--- src/shared/sync_serial_defines.svh ---
// constants for the buffered synchronous serial port
// ----------------------------------------------------------------
// Contract
// - wait field picks frame time of 1, 2, 4 or 8 word times; 00 unless 8-bit tx/rx
// - word count field 000..111 moves 1..8 words from the lowest buffer byte upward
// - 4-bit words use the low nibble; received upper nibble is zero
// - send from lowest buffer address; store received words in ascending order
// - programmed word count survives the end of a transfer
// - status bit 7 shows transfer active, bit 6 shows shift active
// - with run cleared, transfer flag drops at word end, or at once on abort
// - clock code 111 takes the clock from the pin; 110 is reserved
// - internal codes give six fc or fs rates, extra prescale divides by two; here it divides only fc rates, fs rates ignore it
// - internal clock drives the pin; it idles and starts high
// - internal clock stops and holds until software writes or reads the buffer
// - transmit data changes on the falling edge of the serial clock
// - receive data is sampled on the rising edge of the serial clock
// - every word shifts least significant bit first
// - buffer interrupt rises when the programmed word count has moved
// - abort bit stops the transfer and clears itself afterwards
// ----------------------------------------------------------------
`ifndef SYNC_SERIAL_DEFINES_SVH
`define SYNC_SERIAL_DEFINES_SVH
`define ADDR_CTRL1 12'hfb4
`define ADDR_CTRL2 12'hfb5
`define ADDR_STATUS 12'hfb5
`define BUF_BASE 12'hf98
`define BUF_MASK 12'hff8
`define CTRL_RST 8'h00
`define RUN_POS 7
`define ABORT_POS 6
`define MODE_HI 5
`define MODE_LO 3
`define CLK_HI 2
`define CLK_LO 0
`define WAIT_HI 4
`define WAIT_LO 3
`define WORDS_HI 2
`define WORDS_LO 0
`define CLK_EXT 3'h7
`define CLK_RSVD 3'h6
`define LAST_BIT8 3'h7
`define LAST_BIT4 3'h3
`define WORD_HALF_TICKS 7'h10
`define SLOW_EXP_HALF 4'he
`define FAST_EXP_BASE 4'h8
`define FS_HALF_LAST 6'h3f
`endif

--- src/shared/sync_serial_pkg.sv ---
// types for the buffered synchronous serial port
package sync_serial_pkg;
  typedef enum logic [1:0] {ST_IDLE, ST_SHIFT, ST_GAP, ST_HOLD} xfer_state_e;
endpackage

--- src/hw/serial_rate_gen.sv ---
// half-period tick generator for the internal serial clock
`timescale 1ns/10ps
`include "sync_serial_defines.svh"
module serial_rate_gen (
  input wire logic mclk,
  input wire logic reset_n,
  input wire logic [2:0] clkSel,
  input wire logic lowClockSel,
  input wire logic extraDiv,
  input wire logic lowSpeed,
  input wire logic subClk,
  output logic halfTick
);
  logic [14:0] cntFf, nxt_cnt;
  logic [5:0] fsCntFf, nxt_fsCnt;
  logic subDlyFf, tickFf, nxt_tick;
  logic [3:0] halfExp;
  logic [14:0] mask;
  logic subEdge, useFs;

  // ----------------------------------------------------------------
  // rate select
  // ----------------------------------------------------------------
  always_comb begin
    subEdge = subClk & ~subDlyFf;
    useFs = (clkSel == 3'h0) && (lowClockSel || lowSpeed);
    halfExp = (clkSel == 3'h0) ? (`SLOW_EXP_HALF + {3'h0, extraDiv}) :
      4'(`FAST_EXP_BASE - {1'b0, clkSel} + {3'h0, extraDiv});
    mask = 15'((16'h1 << halfExp) - 16'h1);
    nxt_cnt = cntFf + 15'h1;
    nxt_fsCnt = subEdge ? fsCntFf + 6'h1 : fsCntFf;
    if (clkSel >= `CLK_RSVD || (lowSpeed && clkSel != 3'h0)) begin
      nxt_tick = 1'b0; // no internal clock here
    end else if (useFs) begin
      nxt_tick = subEdge && fsCntFf == `FS_HALF_LAST;
    end else begin
      nxt_tick = (cntFf & mask) == mask;
    end
  end

  always_ff @(posedge mclk or negedge reset_n) begin
    if (!reset_n) begin
      cntFf <= 15'h0;
      fsCntFf <= 6'h0;
      subDlyFf <= 1'b0;
      tickFf <= 1'b0;
    end else begin
      cntFf <= nxt_cnt;
      fsCntFf <= nxt_fsCnt;
      subDlyFf <= subClk;
      tickFf <= nxt_tick;
    end
  end

  assign halfTick = tickFf;
endmodule

--- src/hw/sync_serial_buffered_port.sv ---
// buffered synchronous serial port: registers, buffer and shift engine
//
// The address-and-strobe port was left to the implementer.
`timescale 1ns/10ps
`include "sync_serial_defines.svh"
module sync_serial_buffered_port import sync_serial_pkg::*; (
  input wire logic mclk,
  input wire logic reset_n,
  input wire logic [11:0] addr,
  input wire logic [7:0] wdata,
  input wire logic wr,
  input wire logic rd,
  output logic [7:0] rdata,
  input wire logic lowClockSel,
  input wire logic extraDiv,
  input wire logic lowSpeed,
  input wire logic subClk,
  input wire logic sclkIn,
  output logic sclkOut,
  output logic sclkOe,
  output logic serialOut,
  input wire logic serialIn,
  output logic bufferIrq
);
  // ----------------------------------------------------------------
  // state
  // ----------------------------------------------------------------
  logic runFf, abortFf, nxt_run, nxt_abort;
  logic [2:0] modeFf, sckFf, nxt_mode, nxt_sck;
  logic [1:0] waitFf, nxt_wait;
  logic [2:0] wordsFf, nxt_words;
  xfer_state_e stFf, nxt_st;
  logic [2:0] idxFf, bitFf, nxt_idx, nxt_bit;
  logic sclkFf, soFf, nxt_sclk, nxt_so;
  logic [7:0] rxFf, nxt_rx, rdataFf, nxt_rdata;
  logic [6:0] gapFf, nxt_gap;
  logic pendFf, activeFf, irqFf, nxt_pend, nxt_active, nxt_irq;
  logic sclkDlyFf;
  logic [7:0] bufMem [8];
  logic [7:0] nxt_buf [8];
  localparam logic [7:0] ctrlRst = `CTRL_RST; // named so reset values can be bit-selected

  logic tick, isExt, is4, isRx, isTx, fallEv, riseEv, bufHit, swAccess;
  logic ctrl1Wr, ctrl2Wr, lastWord, wordDone;
  logic [2:0] lastBit;
  logic [7:0] rxNew, txByte;

  serial_rate_gen rateGen (
    .mclk(mclk),
    .reset_n(reset_n),
    .clkSel(sckFf),
    .lowClockSel(lowClockSel),
    .extraDiv(extraDiv),
    .lowSpeed(lowSpeed),
    .subClk(subClk),
    .halfTick(tick)
  );

  // ----------------------------------------------------------------
  // decode
  // ----------------------------------------------------------------
  assign isExt = sckFf == `CLK_EXT;
  assign is4 = modeFf[1];
  assign isRx = modeFf[2];
  assign isTx = ~modeFf[0] & ~(modeFf[2] & modeFf[1]);
  assign lastBit = is4 ? `LAST_BIT4 : `LAST_BIT8;
  assign fallEv = isExt ? (sclkDlyFf & ~sclkIn) : (tick & sclkFf);
  assign riseEv = isExt ? (~sclkDlyFf & sclkIn) : (tick & ~sclkFf);
  assign bufHit = (addr & `BUF_MASK) == `BUF_BASE;
  assign swAccess = bufHit & (isRx ? rd : wr);
  assign ctrl1Wr = wr && addr == `ADDR_CTRL1;
  assign ctrl2Wr = wr && addr == `ADDR_CTRL2;
  assign txByte = isTx ? bufMem[idxFf] : 8'hff;
  assign wordDone = stFf == ST_SHIFT && riseEv && bitFf == lastBit;
  assign lastWord = wordDone && idxFf == wordsFf;

  // ----------------------------------------------------------------
  // next-state logic
  // ----------------------------------------------------------------
  always_comb begin
    rxNew = rxFf;
    rxNew[bitFf] = serialIn;
    nxt_run = runFf;
    nxt_abort = 1'b0; // clears once the abort has acted
    nxt_mode = modeFf;
    nxt_sck = sckFf;
    nxt_wait = waitFf;
    nxt_words = wordsFf; // only a software write changes it
    nxt_st = stFf;
    nxt_idx = idxFf;
    nxt_bit = bitFf;
    nxt_sclk = sclkFf;
    nxt_so = soFf;
    nxt_rx = rxFf;
    nxt_gap = gapFf;
    nxt_pend = pendFf & ~swAccess; // buffer access releases hold
    nxt_active = activeFf;
    nxt_irq = 1'b0;
    nxt_buf = bufMem;
    nxt_rdata = 8'h00;
    // register port
    if (ctrl1Wr) begin
      nxt_run = wdata[`RUN_POS];
      nxt_abort = wdata[`ABORT_POS];
      nxt_mode = wdata[`MODE_HI:`MODE_LO];
      nxt_sck = wdata[`CLK_HI:`CLK_LO];
    end
    if (ctrl2Wr) begin
      nxt_wait = wdata[`WAIT_HI:`WAIT_LO];
      nxt_words = wdata[`WORDS_HI:`WORDS_LO];
    end
    if (wr && bufHit) begin
      nxt_buf[addr[2:0]] = wdata;
    end
    if (rd) begin
      if (addr == `ADDR_STATUS) begin
        nxt_rdata = {activeFf, stFf == ST_SHIFT, 6'h00};
      end else if (bufHit) begin
        nxt_rdata = bufMem[addr[2:0]];
      end
    end
    // transfer engine
    unique case (stFf)
      ST_IDLE: begin
        nxt_sclk = 1'b1;
        if (ctrl1Wr && wdata[`RUN_POS] && !wdata[`ABORT_POS]) begin
          nxt_st = ST_SHIFT;
          nxt_active = 1'b1;
          nxt_idx = 3'h0;
          nxt_bit = 3'h0;
          nxt_pend = 1'b0;
        end
      end
      ST_SHIFT: begin
        if (fallEv) begin
          if (isExt && pendFf && bitFf == 3'h0) begin
            nxt_st = ST_IDLE; // software fell behind an outside clock
            nxt_active = 1'b0;
          end
          nxt_so = txByte[bitFf];
          if (!isExt) begin
            nxt_sclk = 1'b0;
          end
        end
        if (riseEv) begin
          if (!isExt) begin
            nxt_sclk = 1'b1;
          end
          nxt_rx = rxNew;
          nxt_bit = bitFf + 3'h1;
        end
        if (wordDone) begin
          nxt_bit = 3'h0;
          if (isRx) begin
            nxt_buf[idxFf] = is4 ? {4'h0, rxNew[3:0]} : rxNew;
          end
          nxt_idx = lastWord ? 3'h0 : idxFf + 3'h1;
          if (lastWord) begin
            nxt_irq = 1'b1;
            nxt_pend = 1'b1;
          end
          if (!runFf) begin
            nxt_st = ST_IDLE;
            nxt_active = 1'b0;
          end else if (!isExt && waitFf != 2'h0) begin
            nxt_st = ST_GAP;
            nxt_gap = 7'(((7'h1 << waitFf) - 7'h1) * `WORD_HALF_TICKS);
          end else if (!isExt && lastWord) begin
            nxt_st = ST_HOLD;
          end
        end
        // outside clock: burst done and run cleared ends the transfer
        if (isExt && pendFf && !runFf) begin
          nxt_st = ST_IDLE;
          nxt_active = 1'b0;
        end
      end
      ST_GAP: begin
        if (tick) begin
          nxt_gap = gapFf - 7'h1;
          if (gapFf == 7'h1) begin
            nxt_st = nxt_pend ? ST_HOLD : ST_SHIFT;
          end
        end
      end
      ST_HOLD: begin
        if (!runFf) begin
          nxt_st = ST_IDLE;
          nxt_active = 1'b0;
        end else if (!nxt_pend) begin
          nxt_st = ST_SHIFT;
        end
      end
    endcase
    if (ctrl1Wr && wdata[`ABORT_POS]) begin
      nxt_st = ST_IDLE;
      nxt_active = 1'b0;
      nxt_bit = 3'h0;
      nxt_idx = 3'h0;
      nxt_sclk = 1'b1;
    end
  end

  // ----------------------------------------------------------------
  // registers
  // ----------------------------------------------------------------
  always_ff @(posedge mclk or negedge reset_n) begin
    if (!reset_n) begin
      runFf <= ctrlRst[`RUN_POS];
      abortFf <= ctrlRst[`ABORT_POS];
      modeFf <= ctrlRst[`MODE_HI:`MODE_LO];
      sckFf <= ctrlRst[`CLK_HI:`CLK_LO];
      waitFf <= ctrlRst[`WAIT_HI:`WAIT_LO];
      wordsFf <= ctrlRst[`WORDS_HI:`WORDS_LO];
      stFf <= ST_IDLE;
      idxFf <= 3'h0;
      bitFf <= 3'h0;
      sclkFf <= 1'b1;
      soFf <= 1'b1;
      rxFf <= 8'h00;
      gapFf <= 7'h00;
      pendFf <= 1'b0;
      activeFf <= 1'b0;
      irqFf <= 1'b0;
      rdataFf <= 8'h00;
      sclkDlyFf <= 1'b1;
      for (int i = 0; i < 8; i++) begin
        bufMem[i] <= 8'h00;
      end
    end else begin
      runFf <= nxt_run;
      abortFf <= nxt_abort;
      modeFf <= nxt_mode;
      sckFf <= nxt_sck;
      waitFf <= nxt_wait;
      wordsFf <= nxt_words;
      stFf <= nxt_st;
      idxFf <= nxt_idx;
      bitFf <= nxt_bit;
      sclkFf <= nxt_sclk;
      soFf <= nxt_so;
      rxFf <= nxt_rx;
      gapFf <= nxt_gap;
      pendFf <= nxt_pend;
      activeFf <= nxt_active;
      irqFf <= nxt_irq;
      rdataFf <= nxt_rdata;
      sclkDlyFf <= sclkIn;
      bufMem <= nxt_buf;
    end
  end

  // pin and port drive
  assign rdata = rdataFf;
  assign sclkOut = sclkFf;
  assign sclkOe = ~isExt;
  assign serialOut = soFf;
  assign bufferIrq = irqFf;
endmodule

--- config.mk ---
export PLATFORM = sky130hd
export DESIGN_NAME = sync_serial_buffered_port
export DESIGN_NICKNAME = d
export VERILOG_FILES = /design/src/shared/sync_serial_pkg.sv /design/src/hw/serial_rate_gen.sv /design/src/hw/sync_serial_buffered_port.sv
export VERILOG_INCLUDE_DIRS = /design/src /design/src/shared
export SDC_FILE = /design/constraint.sdc
export NUM_CORES = 1
export LEC_CHECK = 0
export ABC_AREA = 1
export BUFFER_PORTS_ARGS = -buffer_cell sky130_fd_sc_hd__buf_4
export CAP_MARGIN = 20
export CORE_MARGIN = 8
export CORE_UTILIZATION = 56
export DETAILED_ROUTE_END_ITERATION = 7
export GPL_TIMING_DRIVEN = 0
export PLACE_DENSITY = 0.84
export REMOVE_ABC_BUFFERS = 1
export SYNTH_ARGS = -nofsm -noshare
export SYNTH_HDL_FRONTEND = slang
export SYNTH_SLANG_ARGS = --single-unit
export TNS_END_PERCENT = 1
--- constraint.sdc ---
create_clock -name mclk -period 2.53 [get_ports mclk]
set_input_delay 0.253 -clock mclk [delete_from_list [all_inputs] [get_ports mclk]]
set_output_delay 0.253 -clock mclk [all_outputs]
set_load 0.005 [all_outputs]
-- Word-level counts from Yosys, hierarchy flattened
Index checks and enable logic that the tools add are counted.
- flip-flop bits (word level): 136
- bits in latches: 0
- RAM bits: 0
- memory bits (read-only): 0
- bits of input ports: 30
- output and inout port bits: 12
- memories kept: 0
- $add $sub $neg: 10
- multiply operators: 0
- divide/modulo/power cells: 0
- magnitude comparators: 7
- equal/unequal tests: 23
- shifts and indexed selects: 2
- mux-type cells: 84
- bitwise operators: 20
- reductions and logical operators: 40
- operators by type and width (kind ; count):
    64-bit two-way mux ; 4
    64-bit bitwise mux ; 2
    8-bit two-way mux ; 11
    8-bit binary-select mux with 3-bit select ; 2
    8-bit demux with 3-bit select ; 2
    2-bit two-way mux ; 14
    7-bit two-way mux ; 4
    1-bit two-way mux ; 26
    12-bit == test (second input constant) ; 2
    3-bit two-way mux ; 8
    1-bit logical AND ; 20
    15-bit by 1-bit adder with 15-bit output (second input constant) ; 1
    15-bit bitwise AND ; 1
    15-bit == test ; 1
    1-bit by 4-bit << shifter with 15-bit output (first input constant) ; 1
    15-bit by 1-bit subtractor with 15-bit output (second input constant) ; 1
    7-bit one-hot mux with 2 select lines ; 1
    3-bit one-hot mux with 2 select lines ; 2
    1-bit bitwise AND ; 9
    9-bit == test (second input constant) ; 1
    3-bit inequality test (second input constant) ; 3
    3-bit AND reduction ; 3
    8-bit bitwise mux ; 1
    4-bit greater-or-equal comparator (second input constant) ; 2
    41 further kinds ; 64

-- Depth between registers and ports, before layout
Gate-level depths: netlist (run 1).
- depth in word-level cells: 14
- gate-level depth with buffers: 20
- gate-level depth less buffers: 20

-- Hierarchy
From an unflattened synthesis (run 1), not the netlist that was laid out.
- cells, all modules: 1313
- area total of the unflattened synthesis: 9092.5 um^2
- by module, submodules not included (module ; times used ; cells an instance ; area each (um^2) ; sequential area each (um^2)):
    sync_serial_buffered_port ; 1 ; 1098 ; 7470.9 ; 2831.5
    serial_rate_gen ; 1 ; 215 ; 1621.6 ; 575.6

-- Least setup slack after synthesis (run 1)
Ideal clock, no wire load.
- path type: flip-flop to flip-flop
- start: reg sckFf[0]
- end: reg rateGen.tickFf, in the netlist rateGen.halfTick
- data arrival time: 2347 ps
- required time: 2453 ps
- slack: 106 ps
- stages on the path, launching flop included: 19
- clock period less this slack: 2424 ps
- cells stage by stage: dfrtp_1 -> ha_1 -> inv_1 -> ha_1 -> inv_1 -> nand2_1 -> nand2_1 -> nand2_2 -> nor2_1 -> nand2_1 -> ha_1 -> nor2_1 -> a211oi_1 -> nand2_1 -> nor2_1 -> nand3_1 -> nor2_1 -> nand2_1 -> a21oi_1
- cells in the longest elaborated chain, start to end: 9
- elaborated cells between the ends (all ways): 15
- classes of those cells: add/sub (3); order compare (1); eq/ne (1); shift (1); mux (3); bitwise (1); reduce/logical (5)
- ends and longest elaborated chain (what ; line ; text):
    start, declared ; sync_serial_buffered_port.sv:29 ; logic [2:0] modeFf, sckFf, nxt_mode, nxt_sck;
    start signal, assigned ; sync_serial_buffered_port.sv:212 ; sckFf <= ctrlRst[`CLK_HI:`CLK_LO];
    start signal, assigned ; sync_serial_buffered_port.sv:234 ; sckFf <= nxt_sck;
    4-bit by 3-bit subtractor with 4-bit output (no source line) ; n/a ;
    4-bit by 1-bit adder with 4-bit output (no source line) ; n/a ;
    4-bit two-way mux ; serial_rate_gen.sv:27 ; halfExp = (clkSel == 3'h0) ? (`SLOW_EXP_HALF + {3'h0, extraDiv}) :
    1-bit by 4-bit << shifter with 15-bit output ; serial_rate_gen.sv:29 ; mask = 15'((16'h1 << halfExp) - 16'h1);
    15-bit by 1-bit subtractor with 15-bit output ; serial_rate_gen.sv:29 ;
    15-bit bitwise AND ; serial_rate_gen.sv:37 ; nxt_tick = (cntFf & mask) == mask;
    15-bit == test ; serial_rate_gen.sv:37 ;
    1-bit two-way mux ; serial_rate_gen.sv:34 ; end else if (useFs) begin
    1-bit two-way mux (*) ; serial_rate_gen.sv:32 ; if (clkSel >= `CLK_RSVD || (lowSpeed && clkSel != 3'h0)) begin
    via rateGen.nxt_tick ; serial_rate_gen.sv:16 ; logic subDlyFf, tickFf, nxt_tick;
    end signal, assigned ; serial_rate_gen.sv:51 ; tickFf <= nxt_tick;
    end, declared ; serial_rate_gen.sv:16 ;
The timed path passes the listed nets; every way through them passes the cells marked *.
A chain may end at the register's enable or synchronous reset.

-- Worst setup path in the final report (run 1)
Ends and elaborated chain as after synthesis.

==> results of run 1 <==
[routing by layer]
| metal | track usage [%] | vias up | part of all wire, % |
|---|---|---|---|
| met2 | 36.79 | 526 | 45 |
| met3 | 6.507 | 64 | 10 |
| met4 | 9.153 | 0 | 2.7 |
| met1 | 32.27 | 3800 | 42 |
| li1 | - | 3835 | - |
| met5 | 0 | - | 0 |
[worst paths after layout]
| kind | startpoint | cells after the start | slack, ns | endpoint |
|---|---|---|---|---|
| worst max-delay path | sckFf[0] | 16 | 0.07 | rateGen.halfTick |
| worst min-delay path | lowSpeed | 4 | 0.09 | rateGen.halfTick |
| min in group asynchronous | reset_n | 2 | 0.35 | rxFf[2] |
| worst min register to register | rateGen.fsCntFf[5] | 1 | 0.48 | rateGen.fsCntFf[5] |
| worst max register to register | sckFf[0] | 16 | 0.07 | rateGen.halfTick |
| max in group asynchronous | reset_n | 3 | 1.42 | idxFf[2] |
[per-stage QoR]
step | hold WS, ns | total power, mW | utilization, %
4_1_cts | 0.06916 | 6.412 | 63.94
2_1_floorplan | -0.04259 | 3.521 | -
6_report | 0.09500 | 6.454 | 64.84
3_5_place_dp | 0.2347 | 4.140 | 59.94
5_1_grt | 0.1027 | 6.751 | 64.84
3_3_place_gp | 0.3719 | 4.044 | 59.54
[tightest hold or removal path, stage by stage]
cell and delay, ns:
buf_4 0.09, nand2_1 0.04, nand2_1 0.06, a21oi_2 0.03
[logic make-up after synthesis]
logic type	Yosys count
AO/OA/AOI/OAI	301
AND/OR/NAND/NOR	489
adder cells (fa/ha/maj)	14
buffers and inverters	159
flip-flops	136
multiplexers	1
XOR/XNOR	24
[report_power, final]
group	switching, mW	leakage, nW	internal (mW)
registers	0.189	1.83	2.31
clock network	0.901	0.261	1.34
logic	1.20	2.10	0.512
total	2.29	4.19	4.17
[flip-flops by register name, indices dropped and copies added, names as in the netlist, 2 cells and up]
| signal | cells |
|---|---|
| rateGen.fsCntFf | 6 |
| gapFf | 7 |
| modeFf | 3 |
| bufMem | 64 |
| sckFf | 3 |
| stFf | 2 |
| waitFf | 2 |
| rdata | 8 |
| rateGen.cntFf | 15 |
| wordsFf | 3 |
| idxFf | 3 |
| bitFf | 3 |
| rxFf | 8 |
[layout by cell type (no fill, tap or decap), drive strengths merged, types with 3 or more instances in the layout]
cell and count:
buf 49, nor4 3, xor2 18, clkinv 11, nand3 70, clkbuf 27, nand3b 3, dfrtp 133
o21ai 190, dfstp 3, dlygate4sd3 3, nand4 11, ha 14, a31oi 3, a211oi 7, a21oi 38
nand2 256, nor2 129, inv 112, o22ai 5, nor3 14, a2111oi 7, o211ai 42, xnor2 6
[Yosys cell counts (3+ instances only)]
master	n	share of area, %
buf_6	8	1.1
dfrtp_1	133	40
nor2_4	6	0.81
nand2_2	6	0.45
o22ai_1	5	0.38
inv_1	105	4.7
nand2_1	250	11
nor4_1	3	0.23
nand4_1	10	0.75
dfstp_2	3	0.95
o211ai_1	41	3.7
xor2_1	18	1.9
ha_1	14	2.1
o21ai_1	40	2.4
inv_2	9	0.41
clkinv_1	6	0.27
a2111oi_0	7	0.74
nand3_1	68	4.1
a21oi_1	38	2.3
a211oi_1	7	0.63
a31oi_1	3	0.23
o21ai_2	13	1.4
buf_2	12	0.72
clkbuf_1	16	0.72
nor2_2	5	0.38
o21ai_0	137	8.2
nor2_1	118	5.3
nand3b_1	3	0.27
xnor2_1	6	0.63
nor3_1	11	0.66
[final cells by class]
| cell class | instances | area share [%] |
|---|---|---|
| repair inverters | 1 | 0.07966 |
| flip-flops and latches | 136 | 36.21 |
| clock buffers | 27 | 5.337 |
| multi-input cells | 829 | 46.18 |
| repair buffers | 52 | 4.687 |
| inverters | 120 | 4.859 |
| clock inverters | 4 | 0.2124 |
| well taps | 184 | 2.443 |
[repair_timing]
| item | CTS | global route |
|---|---|---|
| setup buffers | 1 | 5 |
| pin swaps | 0 | 12 |
| hold buffers | 3 | 0 |
| gates cloned | 1 | 0 |
| hold endpoints to repair | 50 | 0 |
| endpoints found under the setup margin | 21 | 34 |
| resized for setup | 6 | 26 |
==> impl_metrics.tcl, run 1 <==
set metrics [dict create \
    hold_class "primary input to flip-flop" \
    fmax_mhz 406.0 \
    drive_gt1_share_pct 12.57 \
    die_area_sq_mm 0.01905 \
    numCtsBuffers 17 \
    rows 44 \
    viasPerCell 6.079 \
    overflow 0 \
    setup_ws_ns 0.06668 \
    dp_slack_ns -0.2916 \
    p_leak_nw 4.188 \
    drt_pass1_iterations 6 \
    dp_cells 1312 \
    critPathMaxFanout 4 \
    start_kind "flip-flop" \
    syn_inst 1124 \
    finalSetupViolCount 0 \
    grtUsageTotal_pct 24.20 \
    synth_edf_count 0 \
    synth-xor-area-share_pct 2.521 \
    cts_tree "yes" \
    initial_utilization_pct 57.38 \
    synth-warning-count 0 \
    drt-total-wl_um 23980 \
    floorplan.core_area_sq_mm 0.01453 \
    clock_path_buffers 2 \
    drc 0 \
    synth-compound-area-share_pct 20.98 \
    port_buffers 41 \
    path_cells "ha_2 -> inv_2 -> ha_4 -> inv_4 -> nand3_4 -> nor2_4 -> nand2_2 -> ha_4 -> nor2_1 -> a211oi_1 -> nand2_1 -> nor2_1 -> nand3_1 -> nor2_1 -> nand2_1 -> a21oi_2" \
    syn_avg_cell_area_sq_um 7.419 \
    worstPathArrival_ns 2.82 \
    ant_nets 0 \
    power_density_mw_per_mm2 684.9 \
    synthFlopType "dfrtp_1" \
    cp.buffers_inverters 2 \
    fillers 1240 \
    status "finished, final reports clean" \
    ir_worst_vdd_mv 0.4979 \
    crit_type "flip-flop to flip-flop" \
    cp_top_family "simple AND/OR/NAND/NOR gates" \
    finalMaxSlewViolations 0 \
    worst_path_most_repeated_cell "nor2_1" \
    hold_viol 0 \
    grt_pass1_wl_um 38190 \
    diodes 0 \
    period_share_pct 97.36 \
    multiInputGateArea_sq_mm 0.004352 \
    grt_pass1_vias 7456 \
    clkSinkCount 136 \
    cpMaxStageDelayCell "dfrtp_1" \
    synthMuxAreaShare_pct 0.1350 \
    final_nets 1201 \
    placed_area_sq_mm 0.008712 \
    final-seq-area_sq_mm 0.003412 \
    cts-root-buf "clkbuf_16" \
    syn_area_sq_mm 0.008339 \
    skew_ns 0.01269 \
    ys_seq_area_share_pct 40.86 \
    routabilityCongestion 0.9153 \
    drtIter0Drc 1029 \
    cpPeakStageDelay_ns 0.40 \
    antenna_found_initial 0 \
    synth.distinct_cells 48 \
    final.min_clock_period_ns 2.463 \
    io_pins 42 \
    synth-seq-cells 136 \
    synth_top_family_by_area "simple AND/OR/NAND/NOR gates" \
    maxSlewHeadroom_pct 44.34 \
    synth_fa_ha_area_share_pct 2.101 \
    rsz0062_at_grt "true" \
    final_cell_count_no_fill 1353 \
    cts.reportedPaths.clkPinSlew_ns 0.06 \
    setup-tns-final_ns 0 \
    worstMarginPinSlew_ns 0.8319 \
    via_count 8225 \
    ys_async_sr_fraction_pct 100.0 \
    h-tree-depth 4 \
    wire_per_inst_um 17.73 \
    synthSimpleGateAreaFrac_pct 25.33 \
    crit_path_end_kind "flip-flop" \
    clock_latency_ns 0.43 \
    die_h_um 138.0 \
    syn_to_final_growth_pct 13.01 \
    design_area_sq_mm 0.009424 \
    grt_max_degree 86 \
    dp_hpwl_um 16330 \
    cap_violations 0 \
    fp.dieW_um 138.0 \
    required_ns 2.88 \
]
(Power assumes the default switching activity.)
==> run 2: changes to the inputs <==
==> constraint.sdc (replaced) <==
create_clock -name mclk -period 2.53 [get_ports mclk]
set_input_delay 0.506 -clock mclk [delete_from_list [all_inputs] [get_ports mclk]]
set_output_delay 0.506 -clock mclk [all_outputs]
set_load 0.005 [all_outputs]
==> impl_metrics.tcl, run 2 (same netlist as run 1, synthesis figures left out) <==
set metrics [dict create \
    status "finished, final reports clean" \
    rr_startpoint "sckFf[0]" \
    layout_commonest_cell "nand2_1" \
    layout_common_cells "nand2_1, o21ai_0, dfrtp_1" \
    worstPathArrival_ns 2.85 \
    die_h_um 138.0 \
    grt_pass1_wl_um 38140 \
    rsz0062_at_grt "true" \
    regToRegSetupSlack_ns 0.04 \
    cts_tree "yes" \
    regMostFlops "bufMem" \
    finalSetupViolCount 0 \
    io_pins 42 \
    period_share_pct 98.39 \
    routabilityCongestion 0.9153 \
    grt_max_degree 86 \
    floorplan.core_area_sq_mm 0.01453 \
    cts-root-buf "clkbuf_16" \
    cap_violations 0 \
    h-tree-depth 4 \
    largest_reg_flops 64 \
    crit_end "rateGen.halfTick" \
    hold_slack_ns 0.02138 \
    worstReg2RegEnd "rateGen.halfTick" \
    finalMaxSlewViolations 0 \
    placed_area_sq_mm 0.008712 \
    syn_to_final_growth_pct 12.69 \
    drt_pass1_iterations 6 \
    initial_utilization_pct 57.38 \
    dp_slack_ns -0.5140 \
    crit_type "flip-flop to flip-flop" \
    cts.reportedPaths.clkPinSlew_ns 0.06 \
    viasPerCell 6.036 \
    wire_per_inst_um 17.73 \
    fp.dieW_um 138.0 \
    port_buffers 41 \
    reg2reg_depth 18 \
    maxSlewHeadroom_pct 44.99 \
    via_count 8148 \
    drive_gt1_share_pct 12.69 \
    grtUsageTotal_pct 24.17 \
    final-seq-area_sq_mm 0.003412 \
    drtIter0Drc 1062 \
    crit_path_end_kind "flip-flop" \
    clkSinkCount 136 \
    setup_ws_ns 0.04062 \
    dp_hpwl_um 16330 \
    diodes 0 \
    skew_ns 0.01453 \
    final_cell_count_no_fill 1350 \
    required_ns 2.89 \
    critPathLaunch "sckFf[0]" \
    hold_class "primary input to async pin" \
    rows 44 \
    multiInputGateArea_sq_mm 0.004354 \
    final.min_clock_period_ns 2.489 \
    overflow 0 \
    hold_viol 0 \
    start_kind "flip-flop" \
    grt_pass1_vias 7447 \
    power_density_mw_per_mm2 687.8 \
    final_nets 1198 \
    clock_latency_ns 0.43 \
    ir_worst_vdd_mv 0.5073 \
    fillers 1242 \
    fmax_mhz 401.7 \
    drc 0 \
    worstMarginPinSlew_ns 0.8221 \
    die_area_sq_mm 0.01905 \
    design_area_sq_mm 0.009398 \
    clock_path_buffers 2 \
    setup-tns-final_ns 0 \
    critPathMaxFanout 8 \
    ant_nets 0 \
    drt-total-wl_um 23930 \
    antenna_found_initial 0 \
    numCtsBuffers 17 \
    dp_cells 1312 \
    p_leak_nw 4.177 \
    reg.largest.list "bufMem x64, rateGen.cntFf x15" \
]
==> run 2: cell types whose count changed in the layout (fill, tap and decap cells not counted), sizes merged <==
cell / before / now
clkinv: 11 / 10
inv: 112 / 113
dlygate4sd3: 3 / 0
==> run 2: timing repair <==
item                                   4_1_cts  5_1_grt
endpoints found under the hold margin        0        0
setup endpoints to repair                   25       34
cloned                                       1        0
resized for setup                            7       26
hold buffers                                 0        0
buffers inserted                             1        5
pin swaps                                    0       12
==> run 2: per-layer routing <==
metal  wire length (um)  part of all wire, %  GRT usage (%)  up-vias
li1                   -                    -              -     3836
met1              10240                   43          32.23     3790
met2              10690                   45          36.74      456
met3               2314                  9.7          6.507       66
met4                690                  2.9          9.153        0
met5                  0                    0              0        -
==> run 2: cell type report <==
cell class                 count  area share, %
multi-input combinational    829          46.33
sequential                   136          36.31
clock buffer                  27          5.352
inverter                     120          4.886
timing repair buffer          49          4.380
tap                          184          2.450
clock inverter                 4         0.2130
timing repair inverter         1        0.07988
==> run 2: per-stage QoR <==
stage               total power [mW]  utilization (%)
floorplan                      3.521                -
global placement               4.044            59.54
detailed placement             4.140            59.94
CTS                            6.409            63.75
global route                   6.748            64.66
finish                         6.464            64.66
==> run 2: critical path, stage by stage (launching register included) <==
cell and delay [ns]:
dfrtp_1 0.39, ha_2 0.22, inv_2 0.05, ha_4 0.15, inv_2 0.05, nand2_2 0.05
nand2_4 0.09, nand2_4 0.09, nor2_4 0.12, nand2_2 0.08, ha_4 0.28, nor2_1 0.04
a211oi_1 0.16, nand2_1 0.07, nor2_1 0.12, nand3_1 0.12, nor2_1 0.12, nand2_1 0.08
a21oi_2 0.14
==> run 2: how the worst min path moves through the flow <==
stage                               endpoint  slack (ns)  cells past startpoint
final                                rxFf[2]        0.02                      1
after global routing                 rxFf[2]        0.06                      1
after CTS                            rxFf[2]        0.05                      1
after detailed placement  rateGen.fsCntFf[5]        0.47                      1
after global placement    rateGen.fsCntFf[5]        0.47                      1
after floorplan                     activeFf        0.21                      0
==> run 2: power by group <==
part | internal, mW | leakage [nW] | switching (mW) | total (mW)
clock | 1.34 | 0.261 | 0.915 | 2.26
combinational | 0.510 | 2.09 | 1.19 | 1.70
sequential | 2.31 | 1.83 | 0.189 | 2.50
==> run 3: changes to the inputs <==
BUFFER_PORTS_ARGS = default   (was -buffer_cell sky130_fd_sc_hd__buf_4)
CAP_MARGIN = 10   (was 20)
CORE_UTILIZATION = 58   (was 56)
DONT_BUFFER_PORTS = 1   (was default)
PLACE_DENSITY = 0.83   (was 0.84)
RECOVER_POWER = 25   (was default)
==> impl_metrics.tcl, run 3 (same netlist as run 1, synthesis figures left out) <==
set metrics [dict create \
    die_area_sq_mm 0.01847 \
    layout_common_cells "nand2_1, o21ai_0, dfrtp_1" \
    grtUsageTotal_pct 26.96 \
    crit_path_end_kind "flip-flop" \
    port_buffers 0 \
    drc 1 \
    cts.reportedPaths.clkPinSlew_ns 0.07 \
    ir_worst_vdd_mv 0.4953 \
    clock_latency_ns 0.43 \
    numCtsBuffers 17 \
    syn_to_final_growth_pct 9.677 \
    crit_type "flip-flop to flip-flop" \
    finalSetupViolCount 0 \
    cap_violations 0 \
    status "finished, violations left" \
    finalMaxSlewViolations 0 \
    overflow 0 \
    antenna_found_initial 0 \
    critPathMaxFanout 9 \
    ant_nets 0 \
    final.min_clock_period_ns 2.522 \
    h-tree-depth 4 \
    final_nets 1156 \
    drt_pass1_iterations 8 \
    period_share_pct 99.70 \
    dp_hpwl_um 15890 \
    cts_tree "yes" \
    reg.largest.list "bufMem x64, rateGen.cntFf x15" \
    cts-root-buf "clkbuf_16" \
    required_ns 2.88 \
    grt_max_degree 137 \
    hold_class "primary input to async pin" \
    drt-total-wl_um 24840 \
    viasPerCell 6.214 \
    fp.dieW_um 135.9 \
    worstPathArrival_ns 2.88 \
    start_kind "flip-flop" \
    routabilityCongestion 0.9595 \
    worstMarginPinSlew_ns 1.127 \
    fmax_mhz 396.5 \
    wire_per_inst_um 18.98 \
    power_density_mw_per_mm2 740.4 \
    p_total_mw 6.772 \
    regMostFlops "bufMem" \
    hold_slack_ns -0.2215 \
    rows 44 \
    rsz0062_at_grt "true" \
    initial_utilization_pct 58.26 \
    hold_viol 133 \
    violations "design-rule violations, negative hold slack" \
    via_count 8134 \
    floorplan.core_area_sq_mm 0.01431 \
    die_h_um 135.9 \
    drtIter0Drc 1162 \
    grt_pass1_vias 7671 \
    layout_commonest_cell "nand2_1" \
    drive_gt1_share_pct 9.600 \
    fin_util_pct 63.90 \
    grt_pass1_wl_um 39110 \
    maxSlewHeadroom_pct 22.95 \
    fillers 1194 \
    p_leak_nw 3.990 \
    io_pins 42 \
    diodes 0 \
    clkSinkCount 136 \
    clock_path_buffers 2 \
    largest_reg_flops 64 \
    skew_ns 0.01391 \
]
==> run 3: cell count changes in the layout (fill, tap and decap cells not counted), moves of 3 or more <==
cell	delta
buf_4	-40
bufinv_16	+4
clkbuf_1	-5
clkbuf_8	-4
clkinvlp_4	+4
inv_1	+3
inv_2	-3
inv_6	+3
nand2_1	+3
nand2_2	-3
==> run 3: worst paths after layout <==
kind | start | end | slack [ns] | cells past startpoint
max | sckFf[0] | rateGen.halfTick | 0.008 | 18
min | reset_n | bufMem[1] | -0.22 | 0
max reg2reg | sckFf[0] | rateGen.halfTick | 0.008 | 18
min reg2reg | rateGen.cntFf[0] | rateGen.cntFf[0] | 0.48 | 1
max in group asynchronous | reset_n | sclkOut | 2.50 | 0
min in group mclk | sclkIn | sclkDlyFf | 0.08 | 0
==> run 3: where the power goes <==
group / switching, mW / internal, mW
Combinational: 1.09 / 0.467
Clock: 1.01 / 1.66
Sequential: 0.241 / 2.31
Total: 2.34 / 4.44
==> run 3: cell type report <==
type / count / area, sq um / share of cell area (%)
Clock buffer: 18 / 429.2 / 4.692
Clock inverter: 14 / 198.9 / 2.175
Inverter: 120 / 457.9 / 5.007
Multi-Input combinational cell: 829 / 4344 / 47.50
Sequential cell: 136 / 3413 / 37.32
Timing Repair Buffer: 7 / 65.06 / 0.7114
Tap cell: 184 / 230.2 / 2.517
Timing Repair inverter: 1 / 7.507 / 0.08208
==> run 3: routing by layer <==
metal,share of wire (%),vias to the layer above,global-route usage (%)
met4,5.0,0,15.38
met2,44,521,40.10
met3,12,114,7.908
met5,0,-,0
li1,-,3754,-
met1,39,3745,34.43
==> run 3: timing repair <==
action / CTS / global route
gates cloned: 1 / 0
pin swaps: 2 / 3
setup buffers: 0 / 7
endpoints found under the hold margin: 136 / 136
setup endpoints to repair: 58 / 12
resized for setup: 14 / 15
==> run 3: metrics by stage <==
stage / std cells / instance area, sq um / setup WS (ns) / setup TNS, ns
after floorplan: 1085 / 8115 / -0.03091 / -0.03091
after global placement: 1269 / 8346 / -0.9475 / -36.06
after detailed placement: 1269 / 8346 / -0.9265 / -36.21
after CTS: 1302 / 9025 / -0.07521 / -0.07521
after global routing: 1309 / 9146 / -0.1498 / -0.1498
final: 1309 / 9146 / 0.007660 / 0
==> run 3: critical path, stage by stage, from the launching register on <==
cell	delay [ns]
dfrtp_2	0.44
ha_4	0.18
inv_1	0.08
ha_4	0.13
inv_1	0.03
nand2_1	0.09
nand2_4	0.08
nand2_4	0.12
inv_1	0.07
nand3_1	0.09
ha_2	0.24
nand3_1	0.14
nor2_1	0.19
nand3_1	0.11
nand3_1	0.10
nand2_1	0.05
nor2_1	0.08
nand2_1	0.09
a21oi_2	0.12
